## src/core/dca_pkg.sv

```systemverilog
// Constants and types for the memory command and access logic
package dca_pkg;
    localparam int CLK_NS = 10;
    localparam int REFRESH_CYCLE_TIME_NS = 130;
    localparam int REFRESH_CYCLE_TIME_CYC = (REFRESH_CYCLE_TIME_NS + CLK_NS - 1) / CLK_NS;
    localparam int SRT_NS = 7800;
    localparam int SRT_CYC = SRT_NS / CLK_NS;
    localparam logic [2:0] BL8_CODE = 3'h3;
    localparam logic [2:0] AL_MAX = 3'h6;
    localparam int PINW = 22;
    localparam int P_CKE = 21;
    localparam int P_CS = 20;
    localparam int P_RAS = 19;
    localparam int P_CAS = 18;
    localparam int P_WE = 17;
    localparam int P_BA = 14;
    localparam int P_AP = 10;
    localparam int COLW = 10;
    localparam int FW = 16;
    localparam int FD = 8;
    localparam int PIPE = 6;
    typedef enum logic [2:0] {
        M_RUN = 3'h1,
        M_SREF = 3'h2,
        M_EXIT = 3'h4
    } dca_mode_t;
    typedef enum logic [2:0] {
        C_NOP = 3'h0,
        C_ACT = 3'h1,
        C_RD = 3'h2,
        C_WR = 3'h3,
        C_PRE = 3'h4,
        C_PREA = 3'h5,
        C_REF = 3'h6,
        C_SRE = 3'h7
    } dca_cmd_t;
endpackage

```

## src/core/dca_core.sv

```systemverilog
// Command decode, bank tracking, refresh and posted column access
// Functional notes
// - CS low, RAS high, CAS low, WE high, AP low decodes column read.
// - Same with WE low decodes column write into open row.
// - Read with auto precharge closes bank additive latency plus half burst later.
// - Write with auto precharge closes bank after burst plus write recovery.
// - Precharge all closes every bank, bank bits ignored.
// - CS, RAS, CAS low, WE high, CKE low enters self refresh.
// - DLL off in self refresh, on at exit; only CKE heard.
// - Auto refresh uses internal row counter, ignores address and bank.
// - After refresh all banks idle; refresh busy for cycle time.
// - NOP changes no internal state.
// - Deselect ignores strobes and address, acts as NOP.
// - Bursts stay within the four or eight column segment.
// - Column command held internally for additive latency.
// - Read latency is additive plus column; write latency one less.
// - Additive latency zero through six supported.
// - Burst length from code bits, type from type bit.
`timescale 1ns/1ns
module dca_core (
    input wire logic SYS_CLK,
    input wire logic RST,
    input wire logic CLK_EN,
    input wire logic CKE,
    input wire logic CS_N,
    input wire logic RAS_N,
    input wire logic CAS_N,
    input wire logic WE_N,
    input wire logic [2:0] BANK_SEL,
    input wire logic [13:0] ADDR,
    input wire logic [2:0] BURST_CODE,
    input wire logic BURST_TYPE,
    input wire logic [2:0] ADD_LAT,
    input wire logic [2:0] COL_LAT,
    input wire logic [2:0] WR_REC,
    input wire logic COL_READY,
    output logic COL_VALID,
    output logic [dca_pkg::FW-1:0] COL_WORD,
    output logic [7:0] BANK_OPEN,
    output logic [7:0] AP_FIRE,
    output logic DLL_ON,
    output logic SELF_REF,
    output logic REF_BUSY,
    output logic [13:0] REF_ROW,
    output logic [3:0] RD_LAT,
    output logic [3:0] WR_LAT,
    output logic CMD_OVERRUN
);
    // ------------------------------------------------------------
    // State
    // ------------------------------------------------------------
    typedef struct packed {
        logic [dca_pkg::PINW-1:0] s1;
        logic [dca_pkg::PINW-1:0] s2;
        logic [dca_pkg::PINW-1:0] s3;
        logic [dca_pkg::PINW-1:0] pin;
        logic fresh;
        dca_pkg::dca_mode_t mode;
        logic [7:0] open;
        logic [7:0] fire;
        logic [7:0][4:0] ap;
        logic [dca_pkg::PIPE-1:0][dca_pkg::FW:0] pipe;
        logic [13:0] row;
        logic [7:0] busy;
        logic [9:0] srt;
        logic dll;
        logic [3:0] rl;
        logic [3:0] wl;
        logic ovr;
        logic sref;
        logic bsy;
    } dca_state_t;
    dca_state_t s, n;
    // ------------------------------------------------------------
    // Helpers
    // ------------------------------------------------------------
    function automatic dca_pkg::dca_cmd_t decode(input logic [dca_pkg::PINW-1:0] p);
        logic [3:0] c;
        c = {p[dca_pkg::P_CS], p[dca_pkg::P_RAS], p[dca_pkg::P_CAS], p[dca_pkg::P_WE]};
        decode = dca_pkg::C_NOP;
        unique case (c)
            4'h3: decode = dca_pkg::C_ACT;
            4'h5: decode = p[dca_pkg::P_AP] ? dca_pkg::C_RD : dca_pkg::C_RD;
            4'h4: decode = dca_pkg::C_WR;
            4'h2: decode = p[dca_pkg::P_AP] ? dca_pkg::C_PREA : dca_pkg::C_PRE;
            4'h1: decode = p[dca_pkg::P_CKE] ? dca_pkg::C_REF : dca_pkg::C_SRE;
            default: decode = dca_pkg::C_NOP;
        endcase
    endfunction
    function automatic logic [4:0] ap_len(input logic [2:0] al, input logic [2:0] cl,
                                          input logic bl8, input logic wr, input logic [2:0] wrc);
        logic [4:0] half;
        half = bl8 ? 5'h4 : 5'h2;
        if (wr) begin
            ap_len = 5'(al) + 5'(cl) - 5'h1 + half + 5'(wrc);
        end else begin
            ap_len = 5'(al) + half;
        end
    endfunction
    // ------------------------------------------------------------
    // Next state
    // ------------------------------------------------------------
    dca_pkg::dca_cmd_t cmd;
    logic [2:0] al;
    logic bl8;
    logic [2:0] bank;
    logic apb;
    logic [dca_pkg::FW:0] nw;
    logic [dca_pkg::FW:0] emit;
    logic f_ready;
    always_comb begin
        n = s;
        n.s1 = {CKE, CS_N, RAS_N, CAS_N, WE_N, BANK_SEL, ADDR};
        n.s2 = s.s1;
        n.s3 = s.s2;
        n.fresh = 1'b0;
        if (s.s2 == s.s3 && s.s3 != s.pin) begin
            n.pin = s.s3;
        end
        // A held command is seen once per clock; repeats count again
        if (s.s2 == s.s3) begin
            n.pin = s.s3;
            n.fresh = 1'b1;
        end
        al = (ADD_LAT > dca_pkg::AL_MAX) ? dca_pkg::AL_MAX : ADD_LAT;
        bl8 = BURST_CODE == dca_pkg::BL8_CODE;
        bank = s.pin[dca_pkg::P_BA +: 3];
        apb = s.pin[dca_pkg::P_AP];
        cmd = s.fresh ? decode(s.pin) : dca_pkg::C_NOP;
        n.rl = 4'(al) + 4'(COL_LAT);
        n.wl = 4'(al) + 4'(COL_LAT) - 4'h1;
        n.fire = '0;
        for (int b = 0; b < 8; b++) begin
            if (s.ap[b] != 5'h0) begin
                n.ap[b] = s.ap[b] - 5'h1;
                if (s.ap[b] == 5'h1) begin
                    n.fire[b] = 1'b1;
                    n.open[b] = 1'b0;
                end
            end
        end
        if (s.busy != 8'h0) begin
            n.busy = s.busy - 8'h1;
        end
        // Column word: write, type, length, bank, start column
        nw = {1'b0, 1'b0, BURST_TYPE, bl8, bank, s.pin[dca_pkg::COLW-1:0]};
        n.pipe = {s.pipe[dca_pkg::PIPE-2:0], {(dca_pkg::FW+1){1'b0}}};
        unique case (s.mode)
            dca_pkg::M_RUN: begin
                unique case (cmd)
                    dca_pkg::C_ACT: n.open[bank] = 1'b1;
                    dca_pkg::C_RD: begin
                        nw[dca_pkg::FW] = 1'b1;
                        if (apb) begin
                            n.ap[bank] = ap_len(al, COL_LAT, bl8, 1'b0, WR_REC);
                        end
                    end
                    dca_pkg::C_WR: begin
                        nw[dca_pkg::FW] = 1'b1;
                        nw[dca_pkg::FW-1] = 1'b1;
                        if (apb) begin
                            n.ap[bank] = ap_len(al, COL_LAT, bl8, 1'b1, WR_REC);
                        end
                    end
                    dca_pkg::C_PRE: begin
                        n.open[bank] = 1'b0;
                        n.ap[bank] = 5'h0;
                    end
                    dca_pkg::C_PREA: begin
                        n.open = 8'h0;
                        n.ap = '0;
                    end
                    dca_pkg::C_REF: begin
                        n.open = 8'h0;
                        n.row = s.row + 14'h1;
                        n.busy = 8'(dca_pkg::REFRESH_CYCLE_TIME_CYC);
                    end
                    dca_pkg::C_SRE: begin
                        n.mode = dca_pkg::M_SREF;
                        n.dll = 1'b0;
                        n.srt = '0;
                        n.open = 8'h0;
                    end
                    default: begin
                    end
                endcase
            end
            dca_pkg::M_SREF: begin
                // Only CKE is heard here; internal timer refreshes rows
                if (s.srt == 10'(dca_pkg::SRT_CYC - 1)) begin
                    n.srt = '0;
                    n.row = s.row + 14'h1;
                end else begin
                    n.srt = s.srt + 10'h1;
                end
                if (s.fresh && s.pin[dca_pkg::P_CKE]) begin
                    n.mode = dca_pkg::M_EXIT;
                end
            end
            dca_pkg::M_EXIT: begin
                n.dll = 1'b1;
                n.mode = dca_pkg::M_RUN;
            end
        endcase
        // Status flags kept in flops so the outputs never glitch
        n.sref = n.mode == dca_pkg::M_SREF;
        n.bsy = n.busy != 8'h0;
        n.pipe[0] = nw;
        // Posted column command leaves the delay line after al clocks
        emit = (al == 3'h0) ? nw : s.pipe[al - 3'h1];
        if (emit[dca_pkg::FW] && !f_ready) begin
            n.ovr = 1'b1;
        end
    end
    // ------------------------------------------------------------
    // Column FIFO
    // ------------------------------------------------------------
    dca_fifo #(
        .W(dca_pkg::FW),
        .D(dca_pkg::FD)
    ) u_fifo (
        .clk(SYS_CLK),
        .rst(RST),
        .ce(CLK_EN),
        .in_valid(emit[dca_pkg::FW]),
        .in_data(emit[dca_pkg::FW-1:0]),
        .in_ready(f_ready),
        .out_valid(COL_VALID),
        .out_data(COL_WORD),
        .out_ready(COL_READY)
    );
    // ------------------------------------------------------------
    // Registers and outputs
    // ------------------------------------------------------------
    always_ff @(posedge SYS_CLK or posedge RST) begin
        if (RST) begin
            s <= '0;
            s.mode <= dca_pkg::M_RUN;
            s.dll <= 1'b1;
            s.rl <= 4'h1;
        end else if (CLK_EN) begin
            s <= n;
        end
    end
    assign BANK_OPEN = s.open;
    assign AP_FIRE = s.fire;
    assign DLL_ON = s.dll;
    assign SELF_REF = s.sref;
    assign REF_BUSY = s.bsy;
    assign REF_ROW = s.row;
    assign RD_LAT = s.rl;
    assign WR_LAT = s.wl;
    assign CMD_OVERRUN = s.ovr;
    // ------------------------------------------------------------
    // Assertions
    // ------------------------------------------------------------
    property p_prea;
        @(posedge SYS_CLK) disable iff (RST)
        (CLK_EN && s.mode == dca_pkg::M_RUN && cmd == dca_pkg::C_PREA) |=> BANK_OPEN == 8'h0;
    endproperty
    a_prea: assert property (p_prea) else $error("precharge all left a bank open");
    property p_apfire;
        @(posedge SYS_CLK) disable iff (RST)
        (CLK_EN && s.ap[3] == 5'h1) |=> (AP_FIRE[3] && !BANK_OPEN[3]);
    endproperty
    a_apfire: assert property (p_apfire) else $error("auto precharge missed bank 3");
    property p_aprd;
        @(posedge SYS_CLK) disable iff (RST)
        (CLK_EN && s.mode == dca_pkg::M_RUN && cmd == dca_pkg::C_RD && apb && bank == 3'h3)
        |=> s.ap[3] == ap_len($past(al), $past(COL_LAT), $past(bl8), 1'b0, 3'h0);
    endproperty
    a_aprd: assert property (p_aprd) else $error("read auto precharge delay wrong");
    property p_sref_dll;
        @(posedge SYS_CLK) disable iff (RST)
        (CLK_EN && SELF_REF) |-> !DLL_ON;
    endproperty
    a_sref_dll: assert property (p_sref_dll) else $error("DLL on during self refresh");
    property p_nop;
        @(posedge SYS_CLK) disable iff (RST)
        (CLK_EN && s.mode == dca_pkg::M_RUN && cmd == dca_pkg::C_NOP && s.fire == 8'h0
         && s.ap == '0) |=> (BANK_OPEN == $past(BANK_OPEN) && REF_ROW == $past(REF_ROW));
    endproperty
    a_nop: assert property (p_nop) else $error("no-op changed state");
    property p_lat;
        @(posedge SYS_CLK) disable iff (RST)
        (CLK_EN ##1 CLK_EN) |-> WR_LAT + 4'h1 == RD_LAT;
    endproperty
    a_lat: assert property (p_lat) else $error("write latency not read latency minus one");
    property p_ref;
        @(posedge SYS_CLK) disable iff (RST)
        (CLK_EN && s.mode == dca_pkg::M_RUN && cmd == dca_pkg::C_REF)
        |=> (REF_BUSY && BANK_OPEN == 8'h0 && REF_ROW == $past(REF_ROW) + 14'h1);
    endproperty
    a_ref: assert property (p_ref) else $error("refresh effects wrong");
    property p_al;
        @(posedge SYS_CLK) disable iff (RST)
        CLK_EN |-> al <= dca_pkg::AL_MAX;
    endproperty
    a_al: assert property (p_al) else $error("additive latency above six");
endmodule

```

## src/core/dca_fifo.sv

```systemverilog
// Column command FIFO with valid and ready on both sides
`timescale 1ns/1ns
module dca_fifo #(
    parameter int W = 16,
    parameter int D = 8
) (
    input wire logic clk,
    input wire logic rst,
    input wire logic ce,
    input wire logic in_valid,
    input wire logic [W-1:0] in_data,
    output logic in_ready,
    output logic out_valid,
    output logic [W-1:0] out_data,
    input wire logic out_ready
);
    localparam int AW = $clog2(D);
    typedef struct packed {
        logic [D-1:0][W-1:0] mem;
        logic [AW-1:0] wp;
        logic [AW-1:0] rp;
        logic [AW:0] cnt;
        logic ov;
        logic [W-1:0] head;
    } dca_fifo_t;
    dca_fifo_t s, n;
    logic push;
    logic pop;
    always_comb begin
        in_ready = s.cnt != (AW+1)'(D);
        out_valid = s.ov;
        out_data = s.head;
        push = in_valid && in_ready;
        pop = out_valid && out_ready;
        n = s;
        if (push) begin
            n.mem[s.wp] = in_data;
            n.wp = s.wp + 1'b1;
        end
        if (pop) begin
            n.rp = s.rp + 1'b1;
        end
        n.cnt = s.cnt + (AW+1)'(push) - (AW+1)'(pop);
        // Head and valid registered so the read side sees flops only
        n.ov = n.cnt != '0;
        n.head = n.mem[n.rp];
    end
    always_ff @(posedge clk or posedge rst) begin
        if (rst) begin
            s <= '0;
        end else if (ce) begin
            s <= n;
        end
    end
endmodule

```

## config.mk

```make
export PLATFORM = sky130hd
export DESIGN_NAME = dca_core
export DESIGN_NICKNAME = d
export VERILOG_FILES = /design/src/core/dca_pkg.sv /design/src/core/dca_core.sv /design/src/core/dca_fifo.sv
export SDC_FILE = /design/constraint.sdc
export NUM_CORES = 1
export LEC_CHECK = 0
export BUFFER_PORTS_ARGS = -buffer_cell sky130_fd_sc_hd__buf_2
export CAP_MARGIN = 30
export CORE_ASPECT_RATIO = 2
export CORE_MARGIN = 3
export CORE_UTILIZATION = 54
export CTS_CLUSTER_DIAMETER = 200
export DETAILED_ROUTE_END_ITERATION = 10
export HOLD_SLACK_MARGIN = 0.08
export PLACE_DENSITY_LB_ADDON = 0.05
export SYNTH_ARGS = -nofsm -noshare
export SYNTH_HDL_FRONTEND = slang
export SYNTH_SLANG_ARGS = --single-unit
```

## constraint.sdc

```tcl
create_clock -name SYS_CLK -period 15.9 [get_ports SYS_CLK]
set_clock_uncertainty 0.15 [all_clocks]
set_input_delay 1.59 -clock SYS_CLK [delete_from_list [all_inputs] [get_ports SYS_CLK]]
set_output_delay 1.59 -clock SYS_CLK [all_outputs]
set_load 0.01 [all_outputs]
```

==> impl_results.md <==
- Met2 Resource Use GR: 0.482
- Number of synthesized flops with an enable pin: 0
- Met1 Use GR: 0.304
- CTS Buffer Depth: 3
- WHS: 0.317 ns
- Layout cell share with drive strength beyond 1: 0.294
- Net load switching power: 1.31 mW
- Skew-Pair Late Insertion Delay: 0.55 ns
- Place WS: 10.07 ns
- DRT iter0 DRCs: 804
- Cts hold-fix bufs: 0
- Drt total wl: 57.2 mm
- Vias in the first global route: 16500
- Die footprint: 44500 um2
- CTS H-Tree Depth: 2
- Slew headroom: 0.319
- Kind of critical path: input port to register
- First-pass GRT wire length: 91.7 mm
- Reg2reg setup slack: 11.92 ns
- Die height: 295 um
- GPL Wtd Cong: 0.869
- Largest area contributor in the netlist: dfrtp_1
- Mean post-synth cell area: 11.4 um2
- Clock Tree Root: clkbuf_16
- GR Util met3: 0.0298
- Design area: 24700 um2
- Worst EP required: 16.18 ns
- Global routing's busiest layer: met2
- RSZ-0062 raised after global routing: false
- Area share of the largest cell type after synthesis: 0.491
- Core area: 41100 um2
- Critical Path Sink: s[158]
- Min Tclk post-route: 5.27 ns
- Synth Instances: 1973
- Setup_tns: 0 ns
- Yosys reg bits: 446
- Number of fill cells: 3434
- Initial antenna violation count: 0
- Num CTS Buffers: 41
- Cell Area, Synth: 22600 um2
- Synth cell count leaders: dfrtp_1, mux2_2, o21ai_0
- Port bufs: 97
- Remaining Overflow, GRT: 0
- Largest net degree at the start of global routing: 136
- Setup WS post-layout: 10.63 ns
- P&R area growth vs syn: 9.36%
- Critical Path Source: ADD_LAT[1]
- Row count: 105
- Seq/Total Area, Yosys: 0.494
- Seq pwr share: 0.422
- RR Endpoint: u_fifo.s[32]
- DRT Pass-1 Iters: 5
- Hold WC Path Type: register to register
- DRC viols: 0
- Worst-margin pin slew: 1.01 ns
- Gr usage total: 0.263
- Initial core utilization: 0.549
- Top-Level Pins: 98
- P_int: 2.54 mW
- Layout net count: 2070
- YS warnings: 0
- Clock transition at the registers of the reported paths: 0.06 ns
- CP Launch Type: input port
- Die width: 151 um
- Top-count cell post-synth: dfrtp_1
- Final slew viol count: 0
- Clk sinks: 446
- Post-cts gate resize count: 0
- Worst reg2reg path depth: 7
- Yosys cell types: 87
- Leakage dissipation: 11.4 nW
- CP endpoint kind: register
- Fmax: 190 MHz
- Wirelength per Cell: 22.4 um
- Critical path arrival: 5.54 ns
- Placed Area: 23300 um2
- Via count: 15600
- Final hold vios: 0
- Setup-failing EPs final: 0
- Synth Flop Type: dfrtp_1
- CP Max Fanout: 50
- Post-DP HPWL: 39.0 mm
- FFs w/ async S/R, synth: 1.00
- Net Sw Frac: 0.341
- Comb pwr share: 0.324
- Power Density: 156 nW/um2
- Max cap viols: 0
- Postcts setup bufs: 0
- Crit share post-route: 0.331
- Total power: 3.86 mW
- VDD IR max: 0.000124 V
- TritonCTS clock tree: built
- Syn nets: 2058
- Clock power share: 0.254
- RR Startpoint: s[202]
- Antenna-violating nets left: 0
- Avg Vias per Cell: 6.13
- Outcome: complete, no violations
- Synth area leaders: dfrtp_1, mux2_2, o21ai_0
[how the worst min path moves through the flow]
stage	start	cells past startpoint	to
6_report	REF_ROW[13]	1	REF_ROW[13]
4_1_cts	REF_ROW[13]	1	REF_ROW[13]
2_1_floorplan	REF_ROW[13]	1	REF_ROW[13]
5_1_grt	REF_ROW[13]	1	REF_ROW[13]
3_5_place_dp	REF_ROW[13]	1	REF_ROW[13]
3_3_place_gp	REF_ROW[13]	1	REF_ROW[13]
[power by group through the flow]
stage	Sequential [mW]	Combinational [mW]	Clock (mW)
4_1_cts	1.62	1.25	1.01
5_1_grt	1.66	1.38	1.06
6_report	1.63	1.25	0.982
3_5_place_dp	1.64	1.25	0
3_3_place_gp	1.63	1.20	0
2_1_floorplan	1.57	0.957	0
[state kept, by name (all words and copies together), names as in the netlist, 3 cells and up]
signal	cells
RD_LAT	4
u_fifo.s	138
u_fifo.out_data	16
WR_LAT	4
BANK_OPEN	8
REF_ROW	14
s	106
bank	3
AP_FIRE	8
n	139
[area by class of cell]
cell class / instances / area (um2) / share of cell area
sequential: 446 / 11200 / 0.452
multi-input combinational: 1293 / 10300 / 0.418
clock buffer: 65 / 1240 / 0.0500
timing repair buffer: 145 / 987 / 0.0400
tap: 535 / 669 / 0.0271
inverter: 58 / 225 / 0.00912
clock inverter: 9 / 80.1 / 0.00324
antenna: 1 / 2.50 / 0.000101
[cells in the final DEF (no fill, tap or decap), types with 14 or more instances in the layout]
cell,Yosys,layout
xnor2_1,35,35
a22o_1,54,54
inv_1,56,55
o211ai_1,30,30
ha_1,38,38
nand2_1,97,97
a311oi_1,15,15
clkbuf_16,0,41
a21o_1,18,18
a221o_1,15,15
o221a_2,14,14
xor2_1,14,14
dfrtp_1,443,443
and3_1,19,19
nor2_1,92,91
a31oi_1,21,20
o22ai_1,39,39
nor2b_1,24,23
buf_2,18,97
o21ai_0,125,125
a211oi_1,20,20
o21a_1,31,31
nand2b_1,45,45
nand3_1,17,17
nor3_1,30,30
a21oi_1,26,25
buf_4,61,32
mux2_2,331,331
[layer usage]
layer	routed length, um	up-vias
met5	0	-
met1	21700	7958
met2	30500	381
met3	2220	147
met4	2830	0
li1	-	7148
[cells by family after synthesis]
group / share of synthesized area
compound gates: 0.144
flops: 0.494
simple gates: 0.0944
mux: 0.169
buf+inv: 0.0510
xor+xnor: 0.0200
fa+ha+maj: 0.0281
[stage by stage]
| stage | instances | util |
|---|---|---|
| floorplan | 1973 | - |
| global placement | 2452 | 0.561 |
| detailed placement | 2472 | 0.567 |
| CTS | 2546 | 0.599 |
| global route | 2551 | 0.601 |
| finish | 2552 | 0.601 |
[critical path, cell delays in order]
cell	delay (ns)
buf_2	0.08
buf_4	0.44
clkinv_1	0.73
fa_1	0.64
inv_1	0.07
fa_1	0.41
ha_1	0.31
o211ai_1	0.77
o32ai_1	0.18
a22o_1	0.29
Power figures use the tool's default switching activity.
